`src/esc_pkg.sv`:
```
// constants, register map and drive encodings for the edge shaping control block
// assumes one carrier clock domain; registers are reached by a plain byte access port
package esc_pkg;

   // pattern window length in carrier cycles
   localparam int PATTERN_LEN = 14;
   localparam int NUM_REGS    = 10;

   // register offsets
   localparam logic [7:0] ADDR_AUX_MODULATION   = 8'h28;
   localparam logic [7:0] ADDR_SHAPING_CONFIG   = 8'h2E;
   localparam logic [7:0] ADDR_SHAPING_CONFIG2  = 8'h2F;
   localparam logic [7:0] ADDR_SWITCH_FALLING   = 8'h30;
   localparam logic [7:0] ADDR_SWITCH_RISING    = 8'h31;
   localparam logic [7:0] ADDR_OVERSHOOT_LO     = 8'h34;
   localparam logic [7:0] ADDR_OVERSHOOT_HI     = 8'h35;
   localparam logic [7:0] ADDR_UNDERSHOOT_LO    = 8'h36;
   localparam logic [7:0] ADDR_UNDERSHOOT_HI    = 8'h37;
   localparam logic [7:0] ADDR_TX_DRIVER        = 8'h38;
   localparam logic [7:0] ADDR_STATUS           = 8'h3A;

   // register table, index order used by the register file
   localparam logic [7:0] REG_ADDR [NUM_REGS] = '{
      ADDR_AUX_MODULATION, ADDR_SHAPING_CONFIG, ADDR_SHAPING_CONFIG2,
      ADDR_SWITCH_FALLING, ADDR_SWITCH_RISING, ADDR_OVERSHOOT_LO,
      ADDR_OVERSHOOT_HI, ADDR_UNDERSHOOT_LO, ADDR_UNDERSHOOT_HI, ADDR_TX_DRIVER};

   // register indices
   localparam int IDX_AUX  = 0;
   localparam int IDX_CFG  = 1;
   localparam int IDX_CFG2 = 2;
   localparam int IDX_TFAL = 3;
   localparam int IDX_TRIS = 4;
   localparam int IDX_OVLO = 5;
   localparam int IDX_OVHI = 6;
   localparam int IDX_UNLO = 7;
   localparam int IDX_UNHI = 8;
   localparam int IDX_TXDR = 9;

   // value after reset of every writable register
   localparam logic [7:0] REG_RESET = 8'h00;

   // field positions
   localparam int AUX_SHAPE_EN_BIT  = 7;
   localparam int CFG_SHAPE_EN_BIT  = 3;
   localparam int CFG2_SYM_BIT      = 5;
   localparam int CFG2_SINK_BIT     = 4;
   localparam int CFG2_FILT_LSB     = 0;
   localparam int PAT_HI_BITS       = 6;
   localparam int PAT_SEL_LSB       = 6;
   localparam int TXDR_DEPTH_LSB    = 4;
   localparam int TXDR_LEGACY_BIT   = 0;

   // drive select codes
   localparam logic [1:0] SEL_DRIVER_RAIL = 2'h0;
   localparam logic [1:0] SEL_MOD_RAIL    = 2'h1;
   localparam logic [1:0] SEL_STOPPED     = 2'h2;

   typedef enum logic [1:0] {
      ESC_DRV_DRIVER_RAIL,
      ESC_DRV_MOD_RAIL,
      ESC_DRV_STOPPED
   } esc_drive_e;

endpackage

```
`src/esc_rail_ramp.sv`:
```
// slew limiter for the modulation rail level code
// assumes target and settings come from the register file in the same clock domain
`timescale 1ns/1ns

module esc_rail_ramp #(
   parameter int LEVEL_W = 4
) (
   input  wire logic               clk,
   input  wire logic               rst,
   input  wire logic               enable,
   input  wire logic               symmetric,
   input  wire logic [3:0]         filter_speed,
   input  wire logic [LEVEL_W-1:0] target,
   output logic      [LEVEL_W-1:0] level
);

   logic [4:0] tick_cnt;
   logic [4:0] next_tick_cnt;
   logic [LEVEL_W-1:0] next_level;
   wire        going_up   = target > level;
   wire        going_down = target < level;
   // larger code, longer interval between steps
   wire        step_due   = tick_cnt >= {1'b0, filter_speed};
   // asymmetric shape lets the modulation edge drop at once
   wire        fast_edge  = going_up && !symmetric;

   always_comb begin
      next_tick_cnt = tick_cnt + 5'h1;
      next_level    = level;
      if (!enable || fast_edge) begin
         next_level    = target;
         next_tick_cnt = 5'h0;
      end else if (going_up || going_down) begin
         if (step_due) begin
            next_tick_cnt = 5'h0;
            next_level    = going_up ? level + 1'b1 : level - 1'b1;
         end
      end else begin
         next_tick_cnt = 5'h0;
      end
   end

   always_ff @(posedge clk or posedge rst) begin
      if (rst) begin
         tick_cnt <= 5'h0;
         level    <= '0;
      end else begin
         tick_cnt <= next_tick_cnt;
         level    <= next_level;
      end
   end

endmodule // esc_rail_ramp

```
`src/esc_edge_shaping.sv`:
```
// transmitter edge shaping control: overshoot/undershoot patterns, clamp timers,
// modulation rail slew and its register file
// assumes modulated is synchronous to clk, the carrier clock
`timescale 1ns/1ns

module esc_edge_shaping #(
   parameter int PAT_LEN = esc_pkg::PATTERN_LEN
) (
   input  wire logic              clk,
   input  wire logic              rst,
   input  wire logic              modulated,
   input  wire logic              reg_wr,
   input  wire logic              reg_rd,
   input  wire logic [7:0]        reg_addr,
   input  wire logic [7:0]        reg_wdata,
   output logic      [7:0]        reg_rdata,
   output esc_pkg::esc_drive_e    drive_source,
   output logic      [3:0]        modulation_rail_level,
   output logic                   clamp_switch_active,
   output logic                   strong_sink_active,
   output logic                   pattern_active
);

   localparam int IDX_W = $clog2(PAT_LEN);
   localparam logic [IDX_W-1:0] LAST_IDX = IDX_W'(PAT_LEN - 1);

   // register file
   logic [7:0] regs [esc_pkg::NUM_REGS];
   wire  [esc_pkg::NUM_REGS-1:0] reg_hit;
   wire  status_hit = reg_addr == esc_pkg::ADDR_STATUS;

   genvar gi;
   generate
      for (gi = 0; gi < esc_pkg::NUM_REGS; gi++) begin : g_reg
         assign reg_hit[gi] = reg_addr == esc_pkg::REG_ADDR[gi];
         always_ff @(posedge clk or posedge rst) begin
            if (rst) begin
               regs[gi] <= esc_pkg::REG_RESET;
            end else if (reg_wr && reg_hit[gi]) begin
               regs[gi] <= reg_wdata;
            end
         end
      end
   endgenerate

   // field decode
   wire [PAT_LEN-1:0] overshoot_bit_pattern =
      {regs[esc_pkg::IDX_OVHI][esc_pkg::PAT_HI_BITS-1:0], regs[esc_pkg::IDX_OVLO]};
   wire [1:0] overshoot_drive_select =
      regs[esc_pkg::IDX_OVHI][esc_pkg::PAT_SEL_LSB +: 2];
   wire [PAT_LEN-1:0] undershoot_bit_pattern =
      {regs[esc_pkg::IDX_UNHI][esc_pkg::PAT_HI_BITS-1:0], regs[esc_pkg::IDX_UNLO]};
   wire [1:0] undershoot_drive_select =
      regs[esc_pkg::IDX_UNHI][esc_pkg::PAT_SEL_LSB +: 2];
   wire [3:0] modulation_depth_code =
      regs[esc_pkg::IDX_TXDR][esc_pkg::TXDR_DEPTH_LSB +: 4];
   // kept for readback only; pattern logic never looks at it
   wire       legacy_regulator_select =
      regs[esc_pkg::IDX_TXDR][esc_pkg::TXDR_LEGACY_BIT];
   wire       symmetric_shape_select =
      regs[esc_pkg::IDX_CFG2][esc_pkg::CFG2_SYM_BIT];
   wire       modulation_sink_strong =
      regs[esc_pkg::IDX_CFG2][esc_pkg::CFG2_SINK_BIT];
   wire [3:0] regulator_filter_speed =
      regs[esc_pkg::IDX_CFG2][esc_pkg::CFG2_FILT_LSB +: 4];
   wire [7:0] switch_timer_falling = regs[esc_pkg::IDX_TFAL];
   wire [7:0] switch_timer_rising  = regs[esc_pkg::IDX_TRIS];
   // both enables must be set for the clamp timers, strong sink and rail slew to act; the pattern sequencer runs without them
   wire       edge_shaping_on =
      regs[esc_pkg::IDX_AUX][esc_pkg::AUX_SHAPE_EN_BIT] &&
      regs[esc_pkg::IDX_CFG][esc_pkg::CFG_SHAPE_EN_BIT];

   // transition detection
   logic mod_q;
   wire  mod_start = modulated && !mod_q;
   wire  mod_end   = !modulated && mod_q;

   always_ff @(posedge clk or posedge rst) begin
      if (rst) begin
         mod_q <= 1'b0;
      end else begin
         mod_q <= modulated;
      end
   end

   // pattern sequencer
   logic [PAT_LEN-1:0] seq_pat;
   logic [PAT_LEN-1:0] next_seq_pat;
   logic [1:0]         seq_sel;
   logic [1:0]         next_seq_sel;
   logic [IDX_W-1:0]   seq_idx;
   logic [IDX_W-1:0]   next_seq_idx;
   logic               seq_active;
   logic               next_seq_active;

   always_comb begin
      next_seq_pat    = seq_pat;
      next_seq_sel    = seq_sel;
      next_seq_idx    = seq_idx;
      next_seq_active = seq_active;
      if (mod_end) begin
         next_seq_pat    = overshoot_bit_pattern;
         next_seq_sel    = overshoot_drive_select;
         next_seq_idx    = '0;
         next_seq_active = 1'b1;
      end else if (mod_start) begin
         next_seq_pat    = undershoot_bit_pattern;
         next_seq_sel    = undershoot_drive_select;
         next_seq_idx    = '0;
         next_seq_active = 1'b1;
      end else if (seq_active) begin
         if (seq_idx == LAST_IDX) begin
            next_seq_active = 1'b0;
         end else begin
            next_seq_idx = seq_idx + 1'b1;
         end
      end
   end

   always_ff @(posedge clk or posedge rst) begin
      if (rst) begin
         seq_pat    <= '0;
         seq_sel    <= esc_pkg::SEL_DRIVER_RAIL;
         seq_idx    <= '0;
         seq_active <= 1'b0;
      end else begin
         seq_pat    <= next_seq_pat;
         seq_sel    <= next_seq_sel;
         seq_idx    <= next_seq_idx;
         seq_active <= next_seq_active;
      end
   end

   // drive choice for the coming cycle
   wire normal_is_mod = modulated;
   wire pattern_bit   = next_seq_active && next_seq_pat[next_seq_idx];
   esc_pkg::esc_drive_e normal_drive;
   esc_pkg::esc_drive_e next_drive;

   assign normal_drive = normal_is_mod ? esc_pkg::ESC_DRV_MOD_RAIL
                                       : esc_pkg::ESC_DRV_DRIVER_RAIL;

   always_comb begin
      next_drive = normal_drive;
      if (pattern_bit) begin
         case (next_seq_sel)
            esc_pkg::SEL_DRIVER_RAIL: begin
               next_drive = esc_pkg::ESC_DRV_DRIVER_RAIL;
            end
            esc_pkg::SEL_MOD_RAIL: begin
               next_drive = esc_pkg::ESC_DRV_MOD_RAIL;
            end
            esc_pkg::SEL_STOPPED: begin
               next_drive = esc_pkg::ESC_DRV_STOPPED;
            end
            default: begin
               next_drive = normal_drive;
            end
         endcase
      end
   end

   always_ff @(posedge clk or posedge rst) begin
      if (rst) begin
         drive_source   <= esc_pkg::ESC_DRV_DRIVER_RAIL;
         pattern_active <= 1'b0;
      end else begin
         drive_source   <= next_drive;
         pattern_active <= next_seq_active;
      end
   end

   // clamp switching timers between the two supply rails
   logic [7:0] clamp_cnt;
   logic [7:0] next_clamp_cnt;

   always_comb begin
      next_clamp_cnt = clamp_cnt;
      if (!edge_shaping_on) begin
         next_clamp_cnt = 8'h00;
      end else if (mod_start) begin
         next_clamp_cnt = switch_timer_falling;
      end else if (mod_end) begin
         next_clamp_cnt = switch_timer_rising;
      end else if (clamp_cnt != 8'h00) begin
         next_clamp_cnt = clamp_cnt - 8'h01;
      end
   end

   always_ff @(posedge clk or posedge rst) begin
      if (rst) begin
         clamp_cnt           <= 8'h00;
         clamp_switch_active <= 1'b0;
         strong_sink_active  <= 1'b0;
      end else begin
         clamp_cnt           <= next_clamp_cnt;
         clamp_switch_active <= next_clamp_cnt != 8'h00;
         strong_sink_active  <= edge_shaping_on && modulation_sink_strong && modulated;
      end
   end

   // rail level: depth code while modulated, zero index otherwise
   wire [3:0] rail_target = modulated ? modulation_depth_code : 4'h0;

   esc_rail_ramp #(
      .LEVEL_W      (4)
   ) u_ramp (
      .clk          (clk),
      .rst          (rst),
      .enable       (edge_shaping_on),
      .symmetric    (symmetric_shape_select),
      .filter_speed (regulator_filter_speed),
      .target       (rail_target),
      .level        (modulation_rail_level)
   );

   // readback
   logic [7:0] rd_mux;
   wire  [7:0] status_word = {seq_active, mod_q, clamp_switch_active,
                              edge_shaping_on, 4'(seq_idx)};

   always_comb begin
      rd_mux = 8'h00;
      for (int i = 0; i < esc_pkg::NUM_REGS; i++) begin
         if (reg_hit[i]) begin
            rd_mux = regs[i];
         end
      end
      if (status_hit) begin
         rd_mux = status_word;
      end
   end

   always_ff @(posedge clk or posedge rst) begin
      if (rst) begin
         reg_rdata <= 8'h00;
      end else if (reg_rd) begin
         reg_rdata <= rd_mux;
      end
   end

endmodule // esc_edge_shaping

```
`config.mk`:
```
export PLATFORM = sky130hd
export DESIGN_NAME = esc_edge_shaping
export DESIGN_NICKNAME = d
export VERILOG_FILES = /design/src/esc_pkg.sv /design/src/esc_rail_ramp.sv /design/src/esc_edge_shaping.sv
export SDC_FILE = /design/constraint.sdc
export NUM_CORES = 1
export LEC_CHECK = 0
export ABC_CLOCK_PERIOD_IN_PS = 4700
export BUFFER_PORTS_ARGS = -buffer_cell sky130_fd_sc_hd__clkbuf_2
export CORE_MARGIN = 2
export CORE_UTILIZATION = 42
export DETAILED_ROUTE_END_ITERATION = 12
export GPL_TIMING_DRIVEN = 0
export HOLD_SLACK_MARGIN = 0.12
export PLACE_DENSITY = 0.71
export SYNTH_ARGS = -nofsm -noshare
export SYNTH_HDL_FRONTEND = slang
export SYNTH_SLANG_ARGS = --single-unit
```
`constraint.sdc`:
```
create_clock -name clk -period 4.7 [get_ports clk]
set_input_delay 0.94 -clock clk [delete_from_list [all_inputs] [get_ports clk]]
set_output_delay 0.94 -clock clk [all_outputs]
set_load 0.02 [all_outputs]
```
==> reports/qor.yml, run 1 <==
place:
  place_inst: 936
  portBuffers: 26
  hpwl_mm: 14.14
  gp_congestion: 0.9530
layout:
  layout.nets: 772
  final_cells: 967
  post-route-util_pct: 49.32
  areaGrowthSynthToFinish_pct: 15.31
  layout-drive-gt1-share_pct: 23.03
  antenna_cells: 0
routing:
  routed_wl_mm: 19.44
  post_drt_wl_per_cell_um: 20.11
  routed-via-count: 5703
  drtAntennaViolNets: 0
  first_pass_iters: 5
  drtIter0Drc: 420
  viasPerCell: 5.898
  drc_errors: 0
worst_hold_path:
  min_from: "u_ramp.tick_cnt[0]"
  hold_depth: 1
  holdPathEnd: "u_ramp.tick_cnt[0]"
  min_path_type: "register to register"
cts:
  hold_buffers: 0
  cts.sinks: 131
  cts_setup_buffers: 0
  cts_tree: "yes"
  clock_latency_ps: 430
  clk_pin_slew_ps: 60
  clock_tree.root_cell: "clkbuf_16"
  ctsLongestPathBuffers: 2
  cts_buffers: 17
  postCtsResizedCells: 0
  htree_levels: 4
sta:
  period_needed_ps: 3792
  maxSlewViolCount: 0
  finalHoldViolCount: 0
  setup_viol: 0
  tightest_slew_ps: 1146
  max_freq_mhz: 263.7
  grt_setup_unrepaired: "no"
  slew_headroom_pct: 22.99
  clock-skew-final_ps: 8.746
  fin_crit_sh_pct: 80.69
floorplanning:
  coreArea_um2: 16520
  fp-row-count: 47
  io_pins: 38
  die_w_um: 133.7
  initial_utilization_pct: 42.77
  die_area_um2: 17880
  die_h_um: 133.7
critical_path:
  crit_chain: "clkbuf_2, clkbuf_8, clkbuf_1, and2_1, ha_1, and3_1, a221o_1, nand2_1, ha_1, a21o_1, a21oi_1, xor2_1, nor2_1, a21oi_1, o32a_1"
  crit_family: "compound AO/OA/AOI/OAI gates"
  crit_required_ps: 5010
  startpoint_type: "primary input"
  crit_buf_inv: 3
  crit_arrival_ps: 4100
  r2r_cells: 12
  cp_max_fo: 10
  endpoint_kind: "register"
  path_class: "primary input to register"
  regToRegStartpoint: "modulation_depth_code[3]"
  reg2reg_to: "u_ramp.level[3]"
  max_stage_delay_ps: 440
  cpMaxStageDelayCell: "clkbuf_1"
  reg2reg_setup_slack_ps: 1700
yosys:
  netlist_instances: 689
  ys_seq_area_share_pct: 46.38
  synthArstFlopShare_pct: 100.0
  synth_top_family_by_area: "compound AO/OA/AOI/OAI gates"
  synth-simple-area-share_pct: 13.84
  synthTopCellsByCount: "dfrtp_1 (131), mux2_2 (82), nor2_1 (78)"
  synth_ff_type: "dfrtp_1"
  synthTopCellsByArea: "dfrtp_1 (46%), mux2_2 (13%), nor2_1 (4.1%)"
  netlist.area_leader.share_pct: 46.38
  synth-xor-area-share_pct: 1.363
  synth_compound_area_share_pct: 16.89
  synth_fp_nets: 726
  yosysTopAreaCell: "dfrtp_1"
  synth-edff-count: 0
  avgSynthCellArea_um2: 10.26
  ys_warn_count: 0
  synth_fa_ha_area_share_pct: 2.939
  yosysMostFrequentCell: "dfrtp_1"
  ys_seq_elements: 131
  syn-cell-area_um2: 7068
  yosysUniqueCellTypes: 69
  synth.area.mux_share_pct: 14.34
power_and_ir_drop:
  peakVddDrop_mv: 0.2547
  p_leak_nw: 3.727
  p_per_area_nw_per_um2: 373.2
global_routing:
  grt-ovfl-total: 0
  antenna_found_initial: 0
  grt_pass1_vias: 5508
  grt_pass1_wl_mm: 31.08
  grt_use_total_pct: 22.80
  grt_max_degree: 69
flow_run:
  drv_cap: 0
status:
  status: "finished, final reports clean"
[cells in the final DEF (no fill, tap or decap), drive strengths merged, types with 5 or more instances in the layout]
cell type	n
a211oi	10
a21o	6
a21oi	37
a22oi	5
a31oi	11
and2	7
and3	7
buf	13
clkbuf	78
dfrtp	131
ha	15
inv	29
mux2	82
mux2i	9
nand2	31
nand2b	11
nand3	11
nor2	79
nor2b	7
nor3	12
o211ai	7
o21ai	35
o22ai	29
o32ai	7
xnor2	7
[cell families (layout without fill, tap and decap cells)]
family,count (synthesis),count (layout)
AND/OR/NAND/NOR,191,191
adder cells (fa/ha/maj),16,16
flip-flops,131,131
buffers and inverters,69,127
XOR/XNOR,11,11
AO/OA/AOI/OAI,180,180
multiplexers,91,91
[worst max path at each step]
stage                    from         endpoint  slack [ps]  depth (start not counted)
floorplan                 rst     clamp_cnt[0]         260                          1
global placement          rst     clamp_cnt[4]       -1200                          2
detailed placement  modulated  u_ramp.level[3]         500                         15
CTS                 modulated  u_ramp.level[3]         940                         15
global route        modulated  u_ramp.level[3]         660                         15
finish              modulated  u_ramp.level[3]         910                         15
[final cells by class]
cell class / count / area, µm²
Buffer: 41 / 195.2
Clock buffer: 23 / 498.0
Clock inverter: 8 / 146.4
Fill cell: 1484 / 8374
Inverter: 28 / 110.1
Multi-Input combinational cell: 489 / 3490
Sequential cell: 131 / 3278
Tap cell: 220 / 275.3
Timing Repair Buffer: 27 / 157.7
[sequential cells by signal, indices dropped and copies added, names as in the netlist, 2 cells and up]
| signal | flops |
|---|---|
| regs | 42 |
| overshoot_bit_pattern | 14 |
| seq_pat | 14 |
| clamp_cnt | 8 |
| reg_rdata | 8 |
| switch_timer_falling | 8 |
| switch_timer_rising | 8 |
| u_ramp.tick_cnt | 5 |
| modulation_depth_code | 4 |
| seq_idx | 4 |
| u_ramp.level | 4 |
| drive_source | 2 |
| overshoot_drive_select | 2 |
| seq_sel | 2 |
[stage by stage]
step	cell area, µm²	hold WS [ps]	setup WS [ps]	setup TNS, ps	power [mW]
2_1_floorplan	7068	452.9	262.3	0	1.502
3_3_place_gp	7473	477.7	-1205	-156890	1.608
3_5_place_dp	7506	492.4	502.4	0	1.618
4_1_cts	8150	500.3	942.3	0	3.054
5_1_grt	8150	513.7	662.9	0	3.154
6_report	8150	502.0	907.5	0	3.042
[metal layers]
metal	wire length (µm)	track usage, %
met1	8907	31.77
met2	8997	35.30
met3	1152	5.441
met4	385	7.033
met5	0	0
[power by group]
group	switching [mW]	total, mW	internal, mW
sequential	0.0585	1.25	1.20
combinational	0.215	0.352	0.136
clock	0.482	1.44	0.954
Note: power is estimated with default switching activity, not from simulation.
==> run 2, diff against run 1 <==
- ABC_CLOCK_PERIOD_IN_PS: 4700 -> 3300
- clock period: 4.7 -> 3.3 ns (I/O delays scaled with it)
==> run 2 against run 1 <==
Effect of this change:
- highest routed layer unchanged
- first-iteration DRC count grew 6.4%
- largest power group is now sequential cells
- routed wire length down 1.5%
- critical path type unchanged
- largest cell class unchanged
- global-route usage fell by 0.15 points
==> reports/qor.yml, run 2 (synthesis results as in run 1) <==
status:
  status: "finished, final reports clean"
floorplanning:
  die_area_um2: 17880  # unchanged
  fp-row-count: 47  # unchanged
  io_pins: 38  # unchanged
  coreArea_um2: 16520  # unchanged
  die_h_um: 133.7  # unchanged
  initial_utilization_pct: 42.77  # unchanged
  die_w_um: 133.7  # unchanged
layout:
  post-route-util_pct: 48.89  # -0.43 points
  final_common_cell: "dfrtp_1"
  top_register: "regs"
  layout-drive-gt1-share_pct: 23.07  # +0.041 points
  layout_common_cells: "dfrtp_1 (131), mux2_2 (82), nor2_1 (78), a21oi_1 (37), o21ai_0 (35)"
  largest_register_ffs: 42  # unchanged
  areaGrowthSynthToFinish_pct: 14.30
  layout.nets: 774  # +0.26%
  antenna_cells: 0  # unchanged
cts:
  cts_tree: "yes"
  hold_buffers: 0  # unchanged
  postCtsResizedCells: 0  # unchanged
  cts.sinks: 131  # unchanged
  clock_tree.root_cell: "clkbuf_16"
  cts_setup_buffers: 0  # unchanged
  clk_pin_slew_ps: 50  # about the same
  cts_buffers: 17  # unchanged
  htree_levels: 4  # unchanged
  ctsLongestPathBuffers: 2  # unchanged
  clock_latency_ps: 420  # about the same
critical_path:
  crit_arrival_ps: 3370  # -730 ps
  path_class: "primary input to register"
  crit_required_ps: 3610  # -1400 ps
  reg2reg_to: "u_ramp.level[3]"
  cp_max_fo: 18  # +8
  regToRegStartpoint: "modulation_depth_code[3]"
  reg2reg_setup_slack_ps: 330  # -1370 ps
  endpoint_kind: "register"
  r2r_cells: 12  # unchanged
  startpoint_type: "primary input"
routing:
  first_pass_iters: 6  # +1
  routed-via-count: 5646  # -1.0%
  post_drt_wl_per_cell_um: 19.73  # -1.9%
  routed_wl_mm: 19.14  # -1.5%
  drc_errors: 0  # unchanged
  drtAntennaViolNets: 0  # unchanged
  drtIter0Drc: 447  # +6.4%
  viasPerCell: 5.821  # -1.3%
global_routing:
  antenna_found_initial: 0  # unchanged
  grt_max_degree: 36  # -48%
  grt-ovfl-total: 0  # unchanged
  met2_usage_pct: 35.58  # +0.28 points
  met3_usage_pct: 3.995  # -1.4 points
  grt_use_total_pct: 22.65  # -0.15 points
  grt_pass1_vias: 5611  # +1.9%
  grt_pass1_wl_mm: 31.13  # +0.15%
  met1_usage_pct: 31.79  # about the same
  top_usage_layer: "met2"
sta:
  maxSlewViolCount: 0  # unchanged
  max_freq_mhz: 326.3
  grt_setup_unrepaired: "no"
  slew_headroom_pct: 19.29  # -3.7 points
  clock-skew-final_ps: 5.241  # -3.505 ps
  tightest_slew_ps: 1201  # +55.06 ps
  finalHoldViolCount: 0  # unchanged
  worst_slack_ps: 235.7  # -671.8 ps
  fin_crit_sh_pct: 92.86
  setup_viol: 0  # unchanged
  period_needed_ps: 3064
place:
  portBuffers: 26  # unchanged
  dp_slack_ps: -431.4  # -933.8 ps
  gp_congestion: 1.005  # +5.5%
  hpwl_mm: 14.11  # -0.27%
power_and_ir_drop:
  p_leak_nw: 3.688  # -1.1%
  p_total_mw: 3.965  # +30%
  p_per_area_nw_per_um2: 490.8  # +32%
  peakVddDrop_mv: 0.2933  # +15%
worst_hold_path:
  min_path_type: "primary input to async pin"
flow_run:
  drv_cap: 0  # unchanged
[run 2: metal layers]
metal  part of all wire (%)  wire length [µm]
met1                     45              8674
met2                     47              8931
met3                    5.8              1107
met4                    2.2               429
met5                      0                 0
[run 2: layout make-up]
class	instances	area, µm²
fill	1499	8446
multi-input combinational	489	3490
sequential	131	3278
clock buffer	23	467.9
tap	220	275.3
timing repair buffer	30	210.2
buffer	40	191.4
inverter	28	108.9
clock inverter	9	57.56
[run 2: how the worst max path moves through the flow]
stage / end / cells after the start / from / slack, ps
detailed placement: u_ramp.level[3] / 15 / modulated / -430
global placement: u_ramp.level[3] / 15 / modulated / -390
global route: u_ramp.level[3] / 14 / modulated / 60
CTS: u_ramp.level[3] / 15 / modulated / 20
floorplan: u_ramp.level[3] / 14 / modulated / 10
finish: u_ramp.level[3] / 14 / modulated / 240
[run 2: critical path, cell delays in order]
cell and delay, ps:
clkbuf_2 100, clkbuf_8 190, and2_1 170, ha_1 300
and3_1 190, a221o_1 380, nand2_1 180, ha_1 260
a21o_1 170, a21oi_1 170, xor2_1 120, nor2_1 100
a21oi_1 70, o32a_1 300
[run 2: through the flow]
stage	std cells	hold slack (ps)	TNS, ps	cell area [µm²]
6_report	970	247.3	0	8079
5_1_grt	970	295.4	0	8079
4_1_cts	971	250.3	0	8084
3_5_place_dp	939	489.6	-899.6	7559
3_3_place_gp	935	478.1	-770.8	7478
2_1_floorplan	689	452.9	0	7073
[run 2: power breakdown]
part | leakage [nW] | switching (mW) | internal, mW
clock | 0.257 | 0.685 | 0.992
sequential | 1.74 | 0.0843 | 1.70
combinational | 1.70 | 0.302 | 0.200
total | 3.69 | 1.07 | 2.89
